File: config.mk
export PLATFORM = sky130hd
export DESIGN_NAME = lpmc_top
export DESIGN_NICKNAME = d
export VERILOG_FILES = /design/src/hw/lpmc_pkg.sv /design/src/hw/lpmc_top.sv /design/src/hw/lpmc_wake_detect.sv
export VERILOG_INCLUDE_DIRS = /design/src /design/src/hw
export SDC_FILE = /design/constraint.sdc
export NUM_CORES = 1
export LEC_CHECK = 0
export BUFFER_PORTS_ARGS = -buffer_cell sky130_fd_sc_hd__buf_2
export CORE_MARGIN = 10
export CORE_UTILIZATION = 35
export CTS_CLUSTER_DIAMETER = 60
export DETAILED_ROUTE_END_ITERATION = 10
export SLEW_MARGIN = 15
export SYNTH_ARGS = -nofsm -noshare
export SYNTH_HDL_FRONTEND = slang
export SYNTH_SLANG_ARGS = --single-unit
File: constraint.sdc
create_clock -name clk_i -period 1.2 [get_ports clk_i]
set_input_delay 0.06 -clock clk_i [delete_from_list [all_inputs] [get_ports clk_i]]
set_output_delay 0.06 -clock clk_i [all_outputs]
set_load 0.02 [all_outputs]
File: src/hw/lpmc_cfg.svh
// Timing constants, widths and mode encodings of the low-power mode controller
`ifndef LPMC_CFG_SVH
`define LPMC_CFG_SVH
`define LPMC_CLK_PERIOD_NS 10
`define LPMC_RST_HOLD_NS   100
`define LPMC_RST_HOLD_CYC  ((`LPMC_RST_HOLD_NS + `LPMC_CLK_PERIOD_NS - 1) / `LPMC_CLK_PERIOD_NS)
`define LPMC_EXT_LINES     16
`define LPMC_RTC_EVTS      4
`define LPMC_USB_WKUPS     2
`define LPMC_MODE_W        3
`define LPMC_MODE_RUN      3'h0
`define LPMC_MODE_SLEEP    3'h1
`define LPMC_MODE_STOP     3'h2
`define LPMC_MODE_STANDBY  3'h3
`define LPMC_MODE_RESET    3'h4
`endif

File: src/hw/lpmc_pkg.sv
// Types of the low-power mode controller
package lpmc_pkg;
	typedef enum logic [2:0] {
		LPMC_RUN,
		LPMC_SLEEP,
		LPMC_STOP,
		LPMC_STANDBY,
		LPMC_RESTART
	} lpmc_state_t;
endpackage

File: src/hw/lpmc_top.sv
// Low-power mode controller: sleep, stop and standby sequencing
`timescale 1ns/1ps
`default_nettype none
`include "lpmc_cfg.svh"
module lpmc_top
	import lpmc_pkg::*;
#(
	parameter int EXT_LINES = `LPMC_EXT_LINES,
	parameter int RST_CYC   = `LPMC_RST_HOLD_CYC
) (
	input  wire logic                 clk_i,
	input  wire logic                 arst_n_i,
	input  wire logic                 ce_i,
	input  wire logic                 sleep_req_i,
	input  wire logic                 deep_sel_i,
	input  wire logic                 standby_sel_i,
	input  wire logic                 low_power_regulator_sel_i,
	input  wire logic                 underdrive_sel_i,
	input  wire logic                 reg_bypass_i,
	input  wire logic                 bkp_sram_retain_sel_i,
	input  wire logic                 periph_event_i,
	input  wire logic [EXT_LINES-1:0] ext_int_lines_i,
	input  wire logic                 voltage_detector_output_i,
	input  wire logic [`LPMC_RTC_EVTS-1:0] rtc_evt_i,
	input  wire logic [`LPMC_USB_WKUPS-1:0] usb_wake_i,
	input  wire logic                 eth_wake_i,
	input  wire logic                 reset_pin_n_i,
	input  wire logic                 independent_watchdog_rst_i,
	input  wire logic                 wakeup_pin_i,
	input  wire logic                 standby_flag_clr_i,
	input  wire logic                 temp_sensor_en_i,
	input  wire logic                 vbat_meas_en_i,
	output logic                      cpu_clk_en_o,
	output logic                      periph_clk_en_o,
	output logic                      core_clk_en_o,
	output logic                      pll_en_o,
	output logic                      internal_rc_osc_en_o,
	output logic                      external_crystal_osc_en_o,
	output logic                      main_regulator_en_o,
	output logic                      low_power_regulator_en_o,
	output logic                      regulator_underdrive_o,
	output logic                      core_pwr_en_o,
	output logic                      sram_retain_o,
	output logic                      bkp_sram_retain_o,
	output logic                      sys_rst_o,
	output logic                      standby_refused_o,
	output logic                      standby_flag_o,
	output logic [`LPMC_MODE_W-1:0]   mode_o,
	output logic                      conv_temp_o,
	output logic                      conv_vbat_o
);
	if (RST_CYC < 1) begin : g_chk
		$error("RST_CYC must be at least one cycle");
	end
	if (EXT_LINES < 1) begin : g_chk_lines
		$error("EXT_LINES must be at least one");
	end

	localparam int CNT_W = $clog2(RST_CYC + 1);

	logic             rst_s1_r;
	logic             rst_n_r;
	lpmc_state_t      state_r;
	lpmc_state_t      state_nxt;
	logic [CNT_W-1:0] rst_cnt_r;
	logic             stop_wake;
	logic             standby_wake;
	logic             refuse_nxt;

	// Reset is asserted at once but released only after two clean edges
	always_ff @(posedge clk_i or negedge arst_n_i) begin
		if (!arst_n_i) begin
			rst_s1_r <= 1'b0;
			rst_n_r  <= 1'b0;
		end else begin
			rst_s1_r <= 1'b1;
			rst_n_r  <= rst_s1_r;
		end
	end

	lpmc_wake_detect #(
		.EXT_LINES (EXT_LINES)
	) u_wake (
		.clk_i                      (clk_i),
		.rst_n_i                    (rst_n_r),
		.ce_i                       (ce_i),
		.ext_int_lines_i            (ext_int_lines_i),
		.voltage_detector_output_i  (voltage_detector_output_i),
		.rtc_evt_i                  (rtc_evt_i),
		.usb_wake_i                 (usb_wake_i),
		.eth_wake_i                 (eth_wake_i),
		.reset_pin_n_i              (reset_pin_n_i),
		.independent_watchdog_rst_i (independent_watchdog_rst_i),
		.wakeup_pin_i               (wakeup_pin_i),
		.stop_wake_o                (stop_wake),
		.standby_wake_o             (standby_wake)
	);

	always_comb begin
		state_nxt  = state_r;
		refuse_nxt = 1'b0;
		case (state_r)
			LPMC_RUN: begin
				if (sleep_req_i) begin
					if (!deep_sel_i) begin
						state_nxt = LPMC_SLEEP;
					end else if (!standby_sel_i) begin
						state_nxt = LPMC_STOP;
					end else if (reg_bypass_i) begin
						refuse_nxt = 1'b1;
					end else begin
						state_nxt = LPMC_STANDBY;
					end
				end
			end
			LPMC_SLEEP: begin
				if (periph_event_i || stop_wake) begin
					state_nxt = LPMC_RUN;
				end
			end
			LPMC_STOP: begin
				if (stop_wake) begin
					state_nxt = LPMC_RUN;
				end
			end
			LPMC_STANDBY: begin
				if (standby_wake) begin
					state_nxt = LPMC_RESTART;
				end
			end
			LPMC_RESTART: begin
				if (rst_cnt_r == CNT_W'(RST_CYC - 1)) begin
					state_nxt = LPMC_RUN;
				end
			end
			default: begin
				state_nxt = LPMC_RUN;
			end
		endcase
	end

	always_ff @(posedge clk_i or negedge rst_n_r) begin
		if (!rst_n_r) begin
			state_r <= LPMC_RUN;
		end else if (ce_i) begin
			state_r <= state_nxt;
		end
	end

	// Core state is gone after standby, so a full reset pulse is replayed
	always_ff @(posedge clk_i or negedge rst_n_r) begin
		if (!rst_n_r) begin
			rst_cnt_r <= '0;
		end else if (ce_i) begin
			if (state_r == LPMC_RESTART) begin
				rst_cnt_r <= rst_cnt_r + CNT_W'(1);
			end else begin
				rst_cnt_r <= '0;
			end
		end
	end

	// Outputs follow the next state so they change with the state register
	always_ff @(posedge clk_i or negedge rst_n_r) begin
		if (!rst_n_r) begin
			cpu_clk_en_o              <= 1'b1;
			periph_clk_en_o           <= 1'b1;
			core_clk_en_o             <= 1'b1;
			pll_en_o                  <= 1'b1;
			internal_rc_osc_en_o      <= 1'b1;
			external_crystal_osc_en_o <= 1'b1;
			main_regulator_en_o       <= 1'b1;
			low_power_regulator_en_o  <= 1'b0;
			regulator_underdrive_o    <= 1'b0;
			core_pwr_en_o             <= 1'b1;
			sram_retain_o             <= 1'b1;
			bkp_sram_retain_o         <= 1'b1;
			sys_rst_o                 <= 1'b0;
			mode_o                    <= `LPMC_MODE_RUN;
		end else if (ce_i) begin
			cpu_clk_en_o              <= 1'b1;
			periph_clk_en_o           <= 1'b1;
			core_clk_en_o             <= 1'b1;
			pll_en_o                  <= 1'b1;
			internal_rc_osc_en_o      <= 1'b1;
			external_crystal_osc_en_o <= 1'b1;
			main_regulator_en_o       <= 1'b1;
			low_power_regulator_en_o  <= 1'b0;
			regulator_underdrive_o    <= 1'b0;
			core_pwr_en_o             <= 1'b1;
			sram_retain_o             <= 1'b1;
			bkp_sram_retain_o         <= 1'b1;
			sys_rst_o                 <= 1'b0;
			case (state_nxt)
				LPMC_RUN: begin
					mode_o <= `LPMC_MODE_RUN;
				end
				LPMC_SLEEP: begin
					cpu_clk_en_o <= 1'b0;
					mode_o       <= `LPMC_MODE_SLEEP;
				end
				LPMC_STOP: begin
					cpu_clk_en_o              <= 1'b0;
					periph_clk_en_o           <= 1'b0;
					core_clk_en_o             <= 1'b0;
					pll_en_o                  <= 1'b0;
					internal_rc_osc_en_o      <= 1'b0;
					external_crystal_osc_en_o <= 1'b0;
					main_regulator_en_o       <= !low_power_regulator_sel_i;
					low_power_regulator_en_o  <= low_power_regulator_sel_i;
					regulator_underdrive_o    <= underdrive_sel_i;
					sram_retain_o             <= 1'b1;
					mode_o                    <= `LPMC_MODE_STOP;
				end
				LPMC_STANDBY: begin
					cpu_clk_en_o              <= 1'b0;
					periph_clk_en_o           <= 1'b0;
					core_clk_en_o             <= 1'b0;
					pll_en_o                  <= 1'b0;
					internal_rc_osc_en_o      <= 1'b0;
					external_crystal_osc_en_o <= 1'b0;
					main_regulator_en_o       <= 1'b0;
					core_pwr_en_o             <= 1'b0;
					sram_retain_o             <= 1'b0;
					bkp_sram_retain_o         <= bkp_sram_retain_sel_i;
					mode_o                    <= `LPMC_MODE_STANDBY;
				end
				LPMC_RESTART: begin
					cpu_clk_en_o <= 1'b0;
					sys_rst_o    <= 1'b1;
					mode_o       <= `LPMC_MODE_RESET;
				end
				default: begin
					mode_o <= `LPMC_MODE_RUN;
				end
			endcase
		end
	end

	// Flag survives the restart; a new standby entry wins over a clear
	always_ff @(posedge clk_i or negedge rst_n_r) begin
		if (!rst_n_r) begin
			standby_flag_o    <= 1'b0;
			standby_refused_o <= 1'b0;
		end else if (ce_i) begin
			standby_refused_o <= refuse_nxt;
			if (state_r != LPMC_STANDBY && state_nxt == LPMC_STANDBY) begin
				standby_flag_o <= 1'b1;
			end else if (standby_flag_clr_i) begin
				standby_flag_o <= 1'b0;
			end
		end
	end

	always_ff @(posedge clk_i or negedge rst_n_r) begin
		if (!rst_n_r) begin
			conv_temp_o <= 1'b0;
			conv_vbat_o <= 1'b0;
		end else if (ce_i) begin
			conv_temp_o <= temp_sensor_en_i & !vbat_meas_en_i;
			conv_vbat_o <= vbat_meas_en_i;
		end
	end
endmodule // lpmc_top
`default_nettype wire

File: src/hw/lpmc_wake_detect.sv
// Wake source gathering for stop and standby exit
`timescale 1ns/1ps
`default_nettype none
`include "lpmc_cfg.svh"
module lpmc_wake_detect #(
	parameter int EXT_LINES = `LPMC_EXT_LINES
) (
	input  wire logic                  clk_i,
	input  wire logic                  rst_n_i,
	input  wire logic                  ce_i,
	input  wire logic [EXT_LINES-1:0]  ext_int_lines_i,
	input  wire logic                  voltage_detector_output_i,
	input  wire logic [`LPMC_RTC_EVTS-1:0] rtc_evt_i,
	input  wire logic [`LPMC_USB_WKUPS-1:0] usb_wake_i,
	input  wire logic                  eth_wake_i,
	input  wire logic                  reset_pin_n_i,
	input  wire logic                  independent_watchdog_rst_i,
	input  wire logic                  wakeup_pin_i,
	output logic                       stop_wake_o,
	output logic                       standby_wake_o
);
	logic wakeup_pin_r;

	// Previous level kept so only a rising edge counts, not a held-high pin
	always_ff @(posedge clk_i or negedge rst_n_i) begin
		if (!rst_n_i) begin
			wakeup_pin_r <= 1'b1;
		end else if (ce_i) begin
			wakeup_pin_r <= wakeup_pin_i;
		end
	end

	assign stop_wake_o = (|ext_int_lines_i) | voltage_detector_output_i | (|rtc_evt_i)
		| (|usb_wake_i) | eth_wake_i;
	assign standby_wake_o = !reset_pin_n_i | independent_watchdog_rst_i
		| (wakeup_pin_i & !wakeup_pin_r) | (|rtc_evt_i);
endmodule // lpmc_wake_detect
`default_nettype wire
Yosys cells after proc, flatten, opt, wreduce, memory -nomap -nowiden

Cells that the tools add are included.

Add/subtract/negate cells: 1
Multiplexer cells: 26
Bitwise logic cells: 9
Equal/unequal tests: 10
Reduce and logical (&&, ||, !) cells: 14

Operators by type and width:

| cell                | count |
|---|---|
| $mux 3              | 8 |
| $reduce_or 16->1    | 1 |
| $pmux 3 s5          | 1 |
| $mux 1              | 14 |
| $eq 3x2->1 const B  | 4 |
| $pmux 3 s4          | 1 |
| $reduce_or 4->1     | 2 |
| $or 1x1->1          | 7 |
| $eq 3x1->1 const B  | 2 |
| $eq 3x3->1 const B  | 2 |
| $add 4x1->4 const B | 1 |
| $eq 4x4->1 const B  | 1 |
| $logic_not 1->1     | 4 |
| $mux 4              | 1 |
| $reduce_or 2->1     | 2 |
| $logic_not 3->1     | 1 |
| $ne 3x2->1 const B  | 1 |
| $and 1x1->1         | 2 |
| $pmux 1 s2          | 1 |
| $reduce_and 2->1    | 1 |
| $reduce_bool 2->1   | 1 |
| $logic_and 1x1->1   | 1 |
| $logic_or 1x1->1    | 1 |

Bits in registers: 25
Output and inout port bits: 20

Depth between registers and ports, before layout

Gate-level depths: netlist of the first run.

Word-level depth: 12
Gate-level depth with buffers: 6

Modules after synthesis

A second synthesis of the first run with hierarchy kept.

Cells, all modules: 123
Area, all modules: 1312.5 µm²

Modules (own cells, without submodules):

| module           | seq. area each (µm²) | cells each | times used | area each (µm²) |
|---|---|---|---|---|
| lpmc_top         | 606.8                | 111        | 1          | 1202.4 |
| lpmc_wake_detect | 26.3                 | 12         | 1          | 110.1 |

Worst setup path before layout of the first run

No wires, ideal clock.

Kind: reg2reg
From: register state_r[1]
To: register standby_flag_o
Cell stages (with the launch flop): 7
Data arrival time: 1476 ps
Library setup time: 104 ps
Path slack: -379 ps
Path through: dfrtp_1 -> clkbuf_2 -> nor4b_2 -> nand2_1 -> o22ai_1 -> a31oi_4 -> o41ai_2

Longest elaborated chain between the ends: 9
Elaborated cells on any way between the ends: 20
Classes of those cells: 6 x eq/ne; 10 x mux; 4 x reduce/logical

RTL lines:

| item                        | line            | source |
|---|---|---|
| from (decl)                 | lpmc_top.sv:63  | `lpmc_state_t state_r;` |
| from (signal assigned)      | lpmc_top.sv:146 | `state_r <= state_nxt;` |
| $mux 3                      | lpmc_top.sv:109 | `end else if (reg_bypass_i) begin` |
| $mux 3                      | lpmc_top.sv:107 | `end else if (!standby_sel_i) begin` |
| $mux 3                      | lpmc_top.sv:105 | `if (!deep_sel_i) begin` |
| $mux 3                      | lpmc_top.sv:104 | `if (sleep_req_i) begin` |
| $pmux 3 s5                  | lpmc_top.sv:102 | `case (state_r)` |
| $eq 3x2->1                  | lpmc_top.sv:247 | `if (state_r != LPMC_STANDBY && state_nxt == LPMC_STANDBY) begin` |
| $logic_and 1x1->1 *         | lpmc_top.sv:247 |  |
| $reduce_bool 2->1 (no line) | -               |  |
| $reduce_and 2->1 (no line)  | -               |  |
| to (signal assigned)        | lpmc_top.sv:243 | `standby_flag_o <= 1'b0;` |
| to (signal assigned)        | lpmc_top.sv:248 | `standby_flag_o <= 1'b1;` |
| to (signal assigned)        | lpmc_top.sv:250 | `standby_flag_o <= 1'b0;` |
| to (decl)                   | lpmc_top.sv:47  | `output logic standby_flag_o,` |

Mark *: on every way between the ends. The rest lies on a longest branch, timed or not.
A chain may end at the register's enable or synchronous reset.

Worst setup path after layout of the first run

From: register u_wake.wakeup_pin_r
To: register cpu_clk_en_o

Longest elaborated chain between the ends: 9
Elaborated cells on any way between the ends: 12
Classes of those cells: 4 x eq/ne; 3 x mux; 3 x bitwise; 2 x reduce/logical

RTL lines:

| item                                     | line                   | source |
|---|---|---|
| from (decl)                              | lpmc_wake_detect.sv:22 | `logic wakeup_pin_r;` |
| from (signal assigned)                   | lpmc_wake_detect.sv:29 | `wakeup_pin_r <= wakeup_pin_i;` |
| $logic_not 1->1 *                        | lpmc_wake_detect.sv:36 | `\| (wakeup_pin_i & !wakeup_pin_r) \| (\|rtc_evt_i);` |
| $and 1x1->1 *                            | lpmc_wake_detect.sv:36 |  |
| $or 1x1->1 * (2 in series)               | lpmc_wake_detect.sv:36 |  |
| $mux 3 *                                 | lpmc_top.sv:127        | `if (standby_wake) begin` |
| $pmux 3 s5 *                             | lpmc_top.sv:102        |  |
| $eq 3x2->1, or another cell as far along | lpmc_top.sv:194        | `case (state_nxt)` |
| $reduce_or 4->1 (no line) *              | -                      |  |
| $mux 1 *                                 | lpmc_top.sv:194        |  |
| to (signal assigned)                     | lpmc_top.sv:199        | `cpu_clk_en_o <= 1'b0;` |
| to (signal assigned)                     | lpmc_top.sv:203        | `cpu_clk_en_o <= 1'b0;` |
| to (signal assigned)                     | lpmc_top.sv:216        | `cpu_clk_en_o <= 1'b0;` |
| to (decl)                                | lpmc_top.sv:33         | `output logic cpu_clk_en_o,` |

Marks and branches as above.

==> flow_metrics.env, run 1 <==
export IMPL_hpwl_mm=2.92
export IMPL_critPathRequiredTime_ps=1460
export IMPL_synth_largest_area_cell="dfrtp_1"
export IMPL_drt_first_pass_iters=4
export IMPL_post_route_util=0.578
export IMPL_placement_io_buffers=60
export IMPL_vias=1232
export IMPL_synth_area_per_cell_um2=10.1
export IMPL_drv_slew=0
export IMPL_clk_latency_ps=320
export IMPL_cts_made_buffers=3
export IMPL_globalRoute_totalOverflow=0
export IMPL_crit_arrival_ps=1950
export IMPL_nets=256
export IMPL_place_ws_ps=-407
export IMPL_viasPerCell=4.78
export IMPL_max_flop_register="rst_cnt_r"
export IMPL_start_kind="flop"
export IMPL_setup_ws_ps=-486
export IMPL_ir_worst_vdd_mv=0.704
export IMPL_outcome="finished, violations left"
export IMPL_cts_root_buf="clkbuf_4"
export IMPL_io_pins=61
export IMPL_wl_mm=3.75
export IMPL_grtUsageTotal=0.115
export IMPL_violations="setup timing"
export IMPL_synthCells=125
export IMPL_htree_levels=1
export IMPL_end_kind="flop"
export IMPL_worstSetupPathType="reg -> reg"
export IMPL_synth_seq_area_share=0.502
export IMPL_die_x_um=80
export IMPL_finClkSkew_ps=5.13
export IMPL_antenna_found_initial=0
export IMPL_cts_clk_slew_worst_paths_ps=140
export IMPL_drive_above_1_share=0.571
export IMPL_dr_first_iter_drc_count=51
export IMPL_antenna_cells=0
export IMPL_grt_pass1_vias=1414
export IMPL_yosysUniqueCellTypes=39
export IMPL_die_h_um=80
export IMPL_pwr_density_cell_mw_per_mm2=926
export IMPL_grt_max_degree=24
export IMPL_largest_reg_flops=4
export IMPL_ys_ff_latch=25
export IMPL_syn_area_mm2=0.00126
export IMPL_p_total_mw=1.83
export IMPL_numClockSinks=25
export IMPL_synthTopCellsByArea="dfrtp_1, dfstp_2, nor2_1"
export IMPL_period_share=1.40
export IMPL_p_leak_nw=0.941
export IMPL_gp_congestion=0.894
export IMPL_finalSetupViolCount=18
export IMPL_finalCriticalPeriod_ps=1690
export IMPL_crit_path_max_fanout=4
export IMPL_final_cell_mix="buf_2, buf_4, dfrtp_1"
export IMPL_largest_registers="rst_cnt_r: 4 flops, mode_o: 3 flops, state_r: 3 flops"
export IMPL_cts_buffer_depth=2
export IMPL_rsz0062_at_grt="yes"
export IMPL_fmax_mhz=593
export IMPL_tritoncts="yes"
export IMPL_synth_warnings=0
export IMPL_hold_viol_final=0
export IMPL_hold_class="in -> reg"
export IMPL_initial_core_util=0.369
export IMPL_grt_first_pass_wirelength_mm=6.05
export IMPL_areaGrowthSynthToFinish_pct=56.8
export IMPL_synth_edf_count=0
export IMPL_synth_ff_type="dfrtp_1"
export IMPL_drc_errors=0
export IMPL_yosys_area_top_type_share=0.377
export IMPL_dieArea_mm2=0.00640
export IMPL_core_area_mm2=0.00342
export IMPL_antenna_left=0
export IMPL_row_count=21
export IMPL_final_common_cell="buf_2"
export IMPL_syn_num_nets=168
export IMPL_holdWs_ps=11.6
export IMPL_async_flop_share=1.00
export IMPL_max_cap_viol_count=0
export IMPL_post_drt_wl_per_cell_um=14.5
-- worst max-delay path, cell delays in order, from the launching register on --
cell	delay (ps)
dfstp_2	550
nand2b_4	110
nand4b_1	180
buf_4	210
a2bb2oi_2	150
and2_4	170
a32o_1	260
-- through the flow --
step / cell area, µm² / setup TNS, ps / cells
after global routing: 1980 / -7360 / 258
after floorplan: 1300 / -1870 / 125
after detailed placement: 1720 / -4970 / 238
after global placement: 1720 / -4350 / 238
final: 1980 / -6030 / 258
after CTS: 1910 / -5640 / 253
-- cells by family after synthesis --
| family | synth area share |
|---|---|
| AND/OR/NAND/NOR | 0.227 |
| AO/OA/AOI/OAI | 0.146 |
| buffers and inverters | 0.0665 |
| other | 0.00298 |
| multiplexers | 0.0348 |
| adder cells (fa/ha/maj) | 0.0199 |
| flip-flops | 0.502 |
-- layer usage --
metal  part of all wire  global-route usage  up-vias
met3              0.043              0.0360        4
met5                  0                   0        -
met2               0.57               0.225       29
met4             0.0096              0.0229        0
li1                   -                   -      612
met1               0.38               0.115      587
-- worst paths after layout --
kind                            slack, ps                         end  depth (start not counted)                            start
worst max-delay path                 -490    cpu_clk_en_o$_DFFE_PN1P_                          6  u_wake.wakeup_pin_r$_DFFE_PN1P_
worst min-delay path                   10  standby_flag_o$_DFFE_PN0P_                          4               standby_flag_clr_i
worst max register to register       -490    cpu_clk_en_o$_DFFE_PN1P_                          6  u_wake.wakeup_pin_r$_DFFE_PN1P_
worst min register to register        220       mode_o[1]$_DFFE_PN0P_                          1                rst_n_r$_DFF_PN0_
max in group asynchronous             690    cpu_clk_en_o$_DFFE_PN1P_                          1                rst_n_r$_DFF_PN0_
min in group asynchronous              30          rst_s1_r$_DFF_PN0_                          2                         arst_n_i
-- final cells by class --
cell class	count	area [µm²]
sequential	25	636
tap	46	57.6
clock inverter	1	5.00
timing repair buffer	93	587
multi-input combinational	83	642
fill	313	1440
inverter	7	26.3
clock buffer	3	22.5
-- power breakdown --
group          switching, mW  total (mW)  internal, mW
Clock                  0.260       0.385         0.125
Sequential            0.0420       0.950         0.908
Combinational          0.244       0.495         0.251
-- synth_stat cells (4+ instances only) --
| cell | instances |
|---|---|
| buf_4 | 5 |
| dfstp_2 | 6 |
| dfrtp_1 | 19 |
| nor2_1 | 16 |
| a21oi_1 | 4 |
| inv_1 | 7 |
| nand2_1 | 11 |
| nand3b_1 | 4 |
| nor4_1 | 4 |
| clkbuf_1 | 4 |
| o21ai_0 | 6 |
-- timing repair --
| action | 4_1_cts | 5_1_grt |
|---|---|---|
| setup endpoints to repair | 19 | 24 |
| resized for setup | 19 | 6 |
| hold buffers | 7 | 1 |
| cloned | 0 | 0 |
| pin swaps | 7 | 4 |
| buffers inserted | 4 | 5 |
| endpoints found under the hold margin | 7 | 1 |
Power figures use the tool's default switching activity.
==> inputs of run 2 (changes only) <==
PLACE_DENSITY = 0.6   (was default)
SYNTH_HIERARCHICAL = 1   (was default)
==> flow_metrics.env, run 2 <==
export IMPL_synthCells=123
export IMPL_crit_path_max_fanout=3
export IMPL_start_kind="flop"
export IMPL_largest_registers="rst_cnt_r: 4 flops, mode_o: 3 flops, state_r: 3 flops"
export IMPL_max_flop_register="rst_cnt_r"
export IMPL_rsz0062_at_grt="yes"
export IMPL_finalCriticalPeriod_ps=1640
export IMPL_core_area_mm2=0.00363
export IMPL_ys_ff_latch=25
export IMPL_end_kind="flop"
export IMPL_yosysUniqueCellTypes=46
export IMPL_tritoncts="yes"
export IMPL_reg2reg_depth=6
export IMPL_synth_edf_count=0
export IMPL_violations="setup timing"
export IMPL_fmax_mhz=610
export IMPL_critPathRequiredTime_ps=1410
export IMPL_io_pins=61
export IMPL_pwr_density_cell_mw_per_mm2=1070
export IMPL_crit_arrival_ps=1850
export IMPL_antenna_left=0
export IMPL_yosys_area_top_type_share=0.362
export IMPL_dr_first_iter_drc_count=62
export IMPL_gp_congestion=0.780
export IMPL_drive_above_1_share=0.576
export IMPL_wl_mm=3.64
export IMPL_grt_pass1_vias=1274
export IMPL_vias=1199
export IMPL_final_common_cell="buf_2"
export IMPL_placement_io_buffers=60
export IMPL_ir_worst_vdd_mv=0.604
export IMPL_drv_slew=0
export IMPL_initial_core_util=0.361
export IMPL_largest_reg_flops=4
export IMPL_setup_ws_ps=-438
export IMPL_p_leak_nw=0.905
export IMPL_hpwl_mm=2.91
export IMPL_post_drt_wl_per_cell_um=14.8
export IMPL_period_share=1.37
export IMPL_syn_num_nets=166
export IMPL_viasPerCell=4.87
export IMPL_grt_max_degree=17
export IMPL_cts_made_buffers=3
export IMPL_yosysMostFrequentCell="dfrtp_1"
export IMPL_place_area_mm2=0.00175
export IMPL_fin_area_mm2=0.00191
export IMPL_synth_seq_area_share=0.482
export IMPL_hold_class="in -> reg"
export IMPL_outcome="finished, violations left"
export IMPL_whs_path_depth=2
export IMPL_die_x_um=81.2
export IMPL_grt_first_pass_wirelength_mm=5.93
export IMPL_worstSetupPathType="reg -> reg"
export IMPL_antenna_cells=0
export IMPL_grtUsageTotal=0.112
export IMPL_synth_warnings=6
export IMPL_async_flop_share=1.00
export IMPL_register_area_um2=636
export IMPL_ys_top_cells_by_count="dfrtp_1, inv_1, nand2_1"
export IMPL_cts_buffer_depth=2
export IMPL_multi_input_area_um2=624
export IMPL_hold_viol_final=0
export IMPL_htree_levels=1
export IMPL_cts_clk_slew_worst_paths_ps=90
export IMPL_synth_largest_area_cell="dfrtp_1"
export IMPL_drt_first_pass_iters=3
export IMPL_finalSetupViolCount=19
export IMPL_num_fill_cells=358
export IMPL_synth_area_per_cell_um2=10.7
export IMPL_synthTopCellsByArea="dfrtp_1, dfstp_2, inv_1"
export IMPL_cts_root_buf="clkbuf_8"
export IMPL_syn_area_mm2=0.00131
export IMPL_synth_ff_type="dfrtp_1"
export IMPL_final_cell_mix="buf_2, dfrtp_1, buf_4"
export IMPL_globalRoute_totalOverflow=0
export IMPL_nets=242
export IMPL_max_cap_viol_count=0
export IMPL_p_total_mw=2.04
export IMPL_areaGrowthSynthToFinish_pct=45.7
export IMPL_die_h_um=81.2
export IMPL_dieArea_mm2=0.00660
export IMPL_finClkSkew_ps=3.73
export IMPL_clk_latency_ps=270
export IMPL_numClockSinks=25
export IMPL_row_count=22
export IMPL_drc_errors=0
export IMPL_antenna_found_initial=0
-- run 2: changes by cell type in the layout (fill, tap and decap cells not counted), moves of 3 or more --
cell / change
dlygate4sd3_1: -6
nor2_1: -12
o21ai_2: +5
nor2b_1: +4
buf_4: -8
clkbuf_8: +3
nand3b_1: -3
inv_1: +4
clkbuf_4: -3
o21a_1: +5
and2_4: -3
-- run 2: power breakdown --
part	internal (mW)	leakage, nW	switching, mW
combinational	0.281	0.578	0.269
sequential	0.916	0.306	0.0548
clock	0.236	0.0217	0.287
-- run 2: kinds of logic (layout without fill, tap and decap cells) --
| family | after synthesis | in the layout | synth area share |
|---|---|---|---|
| simple gates | 39 | 39 | 0.190 |
| compound gates | 30 | 30 | 0.190 |
| flops | 25 | 25 | 0.482 |
| buf+inv | 22 | 97 | 0.0839 |
| mux | 4 | 4 | 0.0324 |
| fa+ha+maj | 2 | 2 | 0.0191 |
| other cells | 1 | 1 | 0.00286 |
-- run 2: stage by stage --
step            util  worst slack (ps)  setup TNS [ps]  std cells  hold slack [ps]
2_1_floorplan      -              -306           -2400        123             -236
3_3_place_gp   0.481              -460           -5430        238             -155
3_5_place_dp   0.481              -487           -5810        238             -154
4_1_cts        0.512              -395           -5510        246             21.1
5_1_grt        0.526              -506           -7050        246             17.9
6_report       0.526              -438           -5650        246             22.3
-- run 2: layout make-up --
class,instances,share of cell area
Tap cell,48,0.0314
Clock inverter,1,0.00393
Clock buffer,3,0.0216
Sequential cell,25,0.332
Inverter,12,0.0236
Multi-Input combinational cell,76,0.327
Timing Repair Buffer,81,0.260
-- run 2: worst paths after layout --
kind	from	end	slack [ps]
setup / recovery	u_wake/wakeup_pin_r$_DFFE_PN1P_	sram_retain_o$_DFFE_PN1P_	-440
hold / removal	vbat_meas_en_i	conv_vbat_o$_DFFE_PN0P_	20
setup reg to reg	u_wake/wakeup_pin_r$_DFFE_PN1P_	sram_retain_o$_DFFE_PN1P_	-440
hold reg to reg	rst_n_r$_DFF_PN0_	rst_cnt_r[1]$_DFFE_PN0P_	170
max in group asynchronous	rst_n_r$_DFF_PN0_	bkp_sram_retain_o$_DFFE_PN1P_	520
min in group asynchronous	arst_n_i	rst_s1_r$_DFF_PN0_	80
-- run 2: repair_timing --
item,in CTS,in global routing
endpoints found under the hold margin,3,0
gates resized for setup,9,12
pin swaps,12,5
endpoints found under the setup margin,19,19
setup buffers,2,0
hold buffers,2,0
-- run 2: critical path: stages (launching register included) --
cell and delay [ps]:
dfstp_2 540, nand2b_4 110, nand4b_1 160, nor2b_2 160
o21ai_2 90, a21o_1 180, o32a_1 330
-- run 2: metal layers --
layer,vias to the layer above,GRT usage,part of all wire
met5,-,0,0
met4,0,0.0208,0.0058
met3,3,0.0419,0.082
met2,25,0.206,0.54
met1,586,0.119,0.37
li1,585,-,-
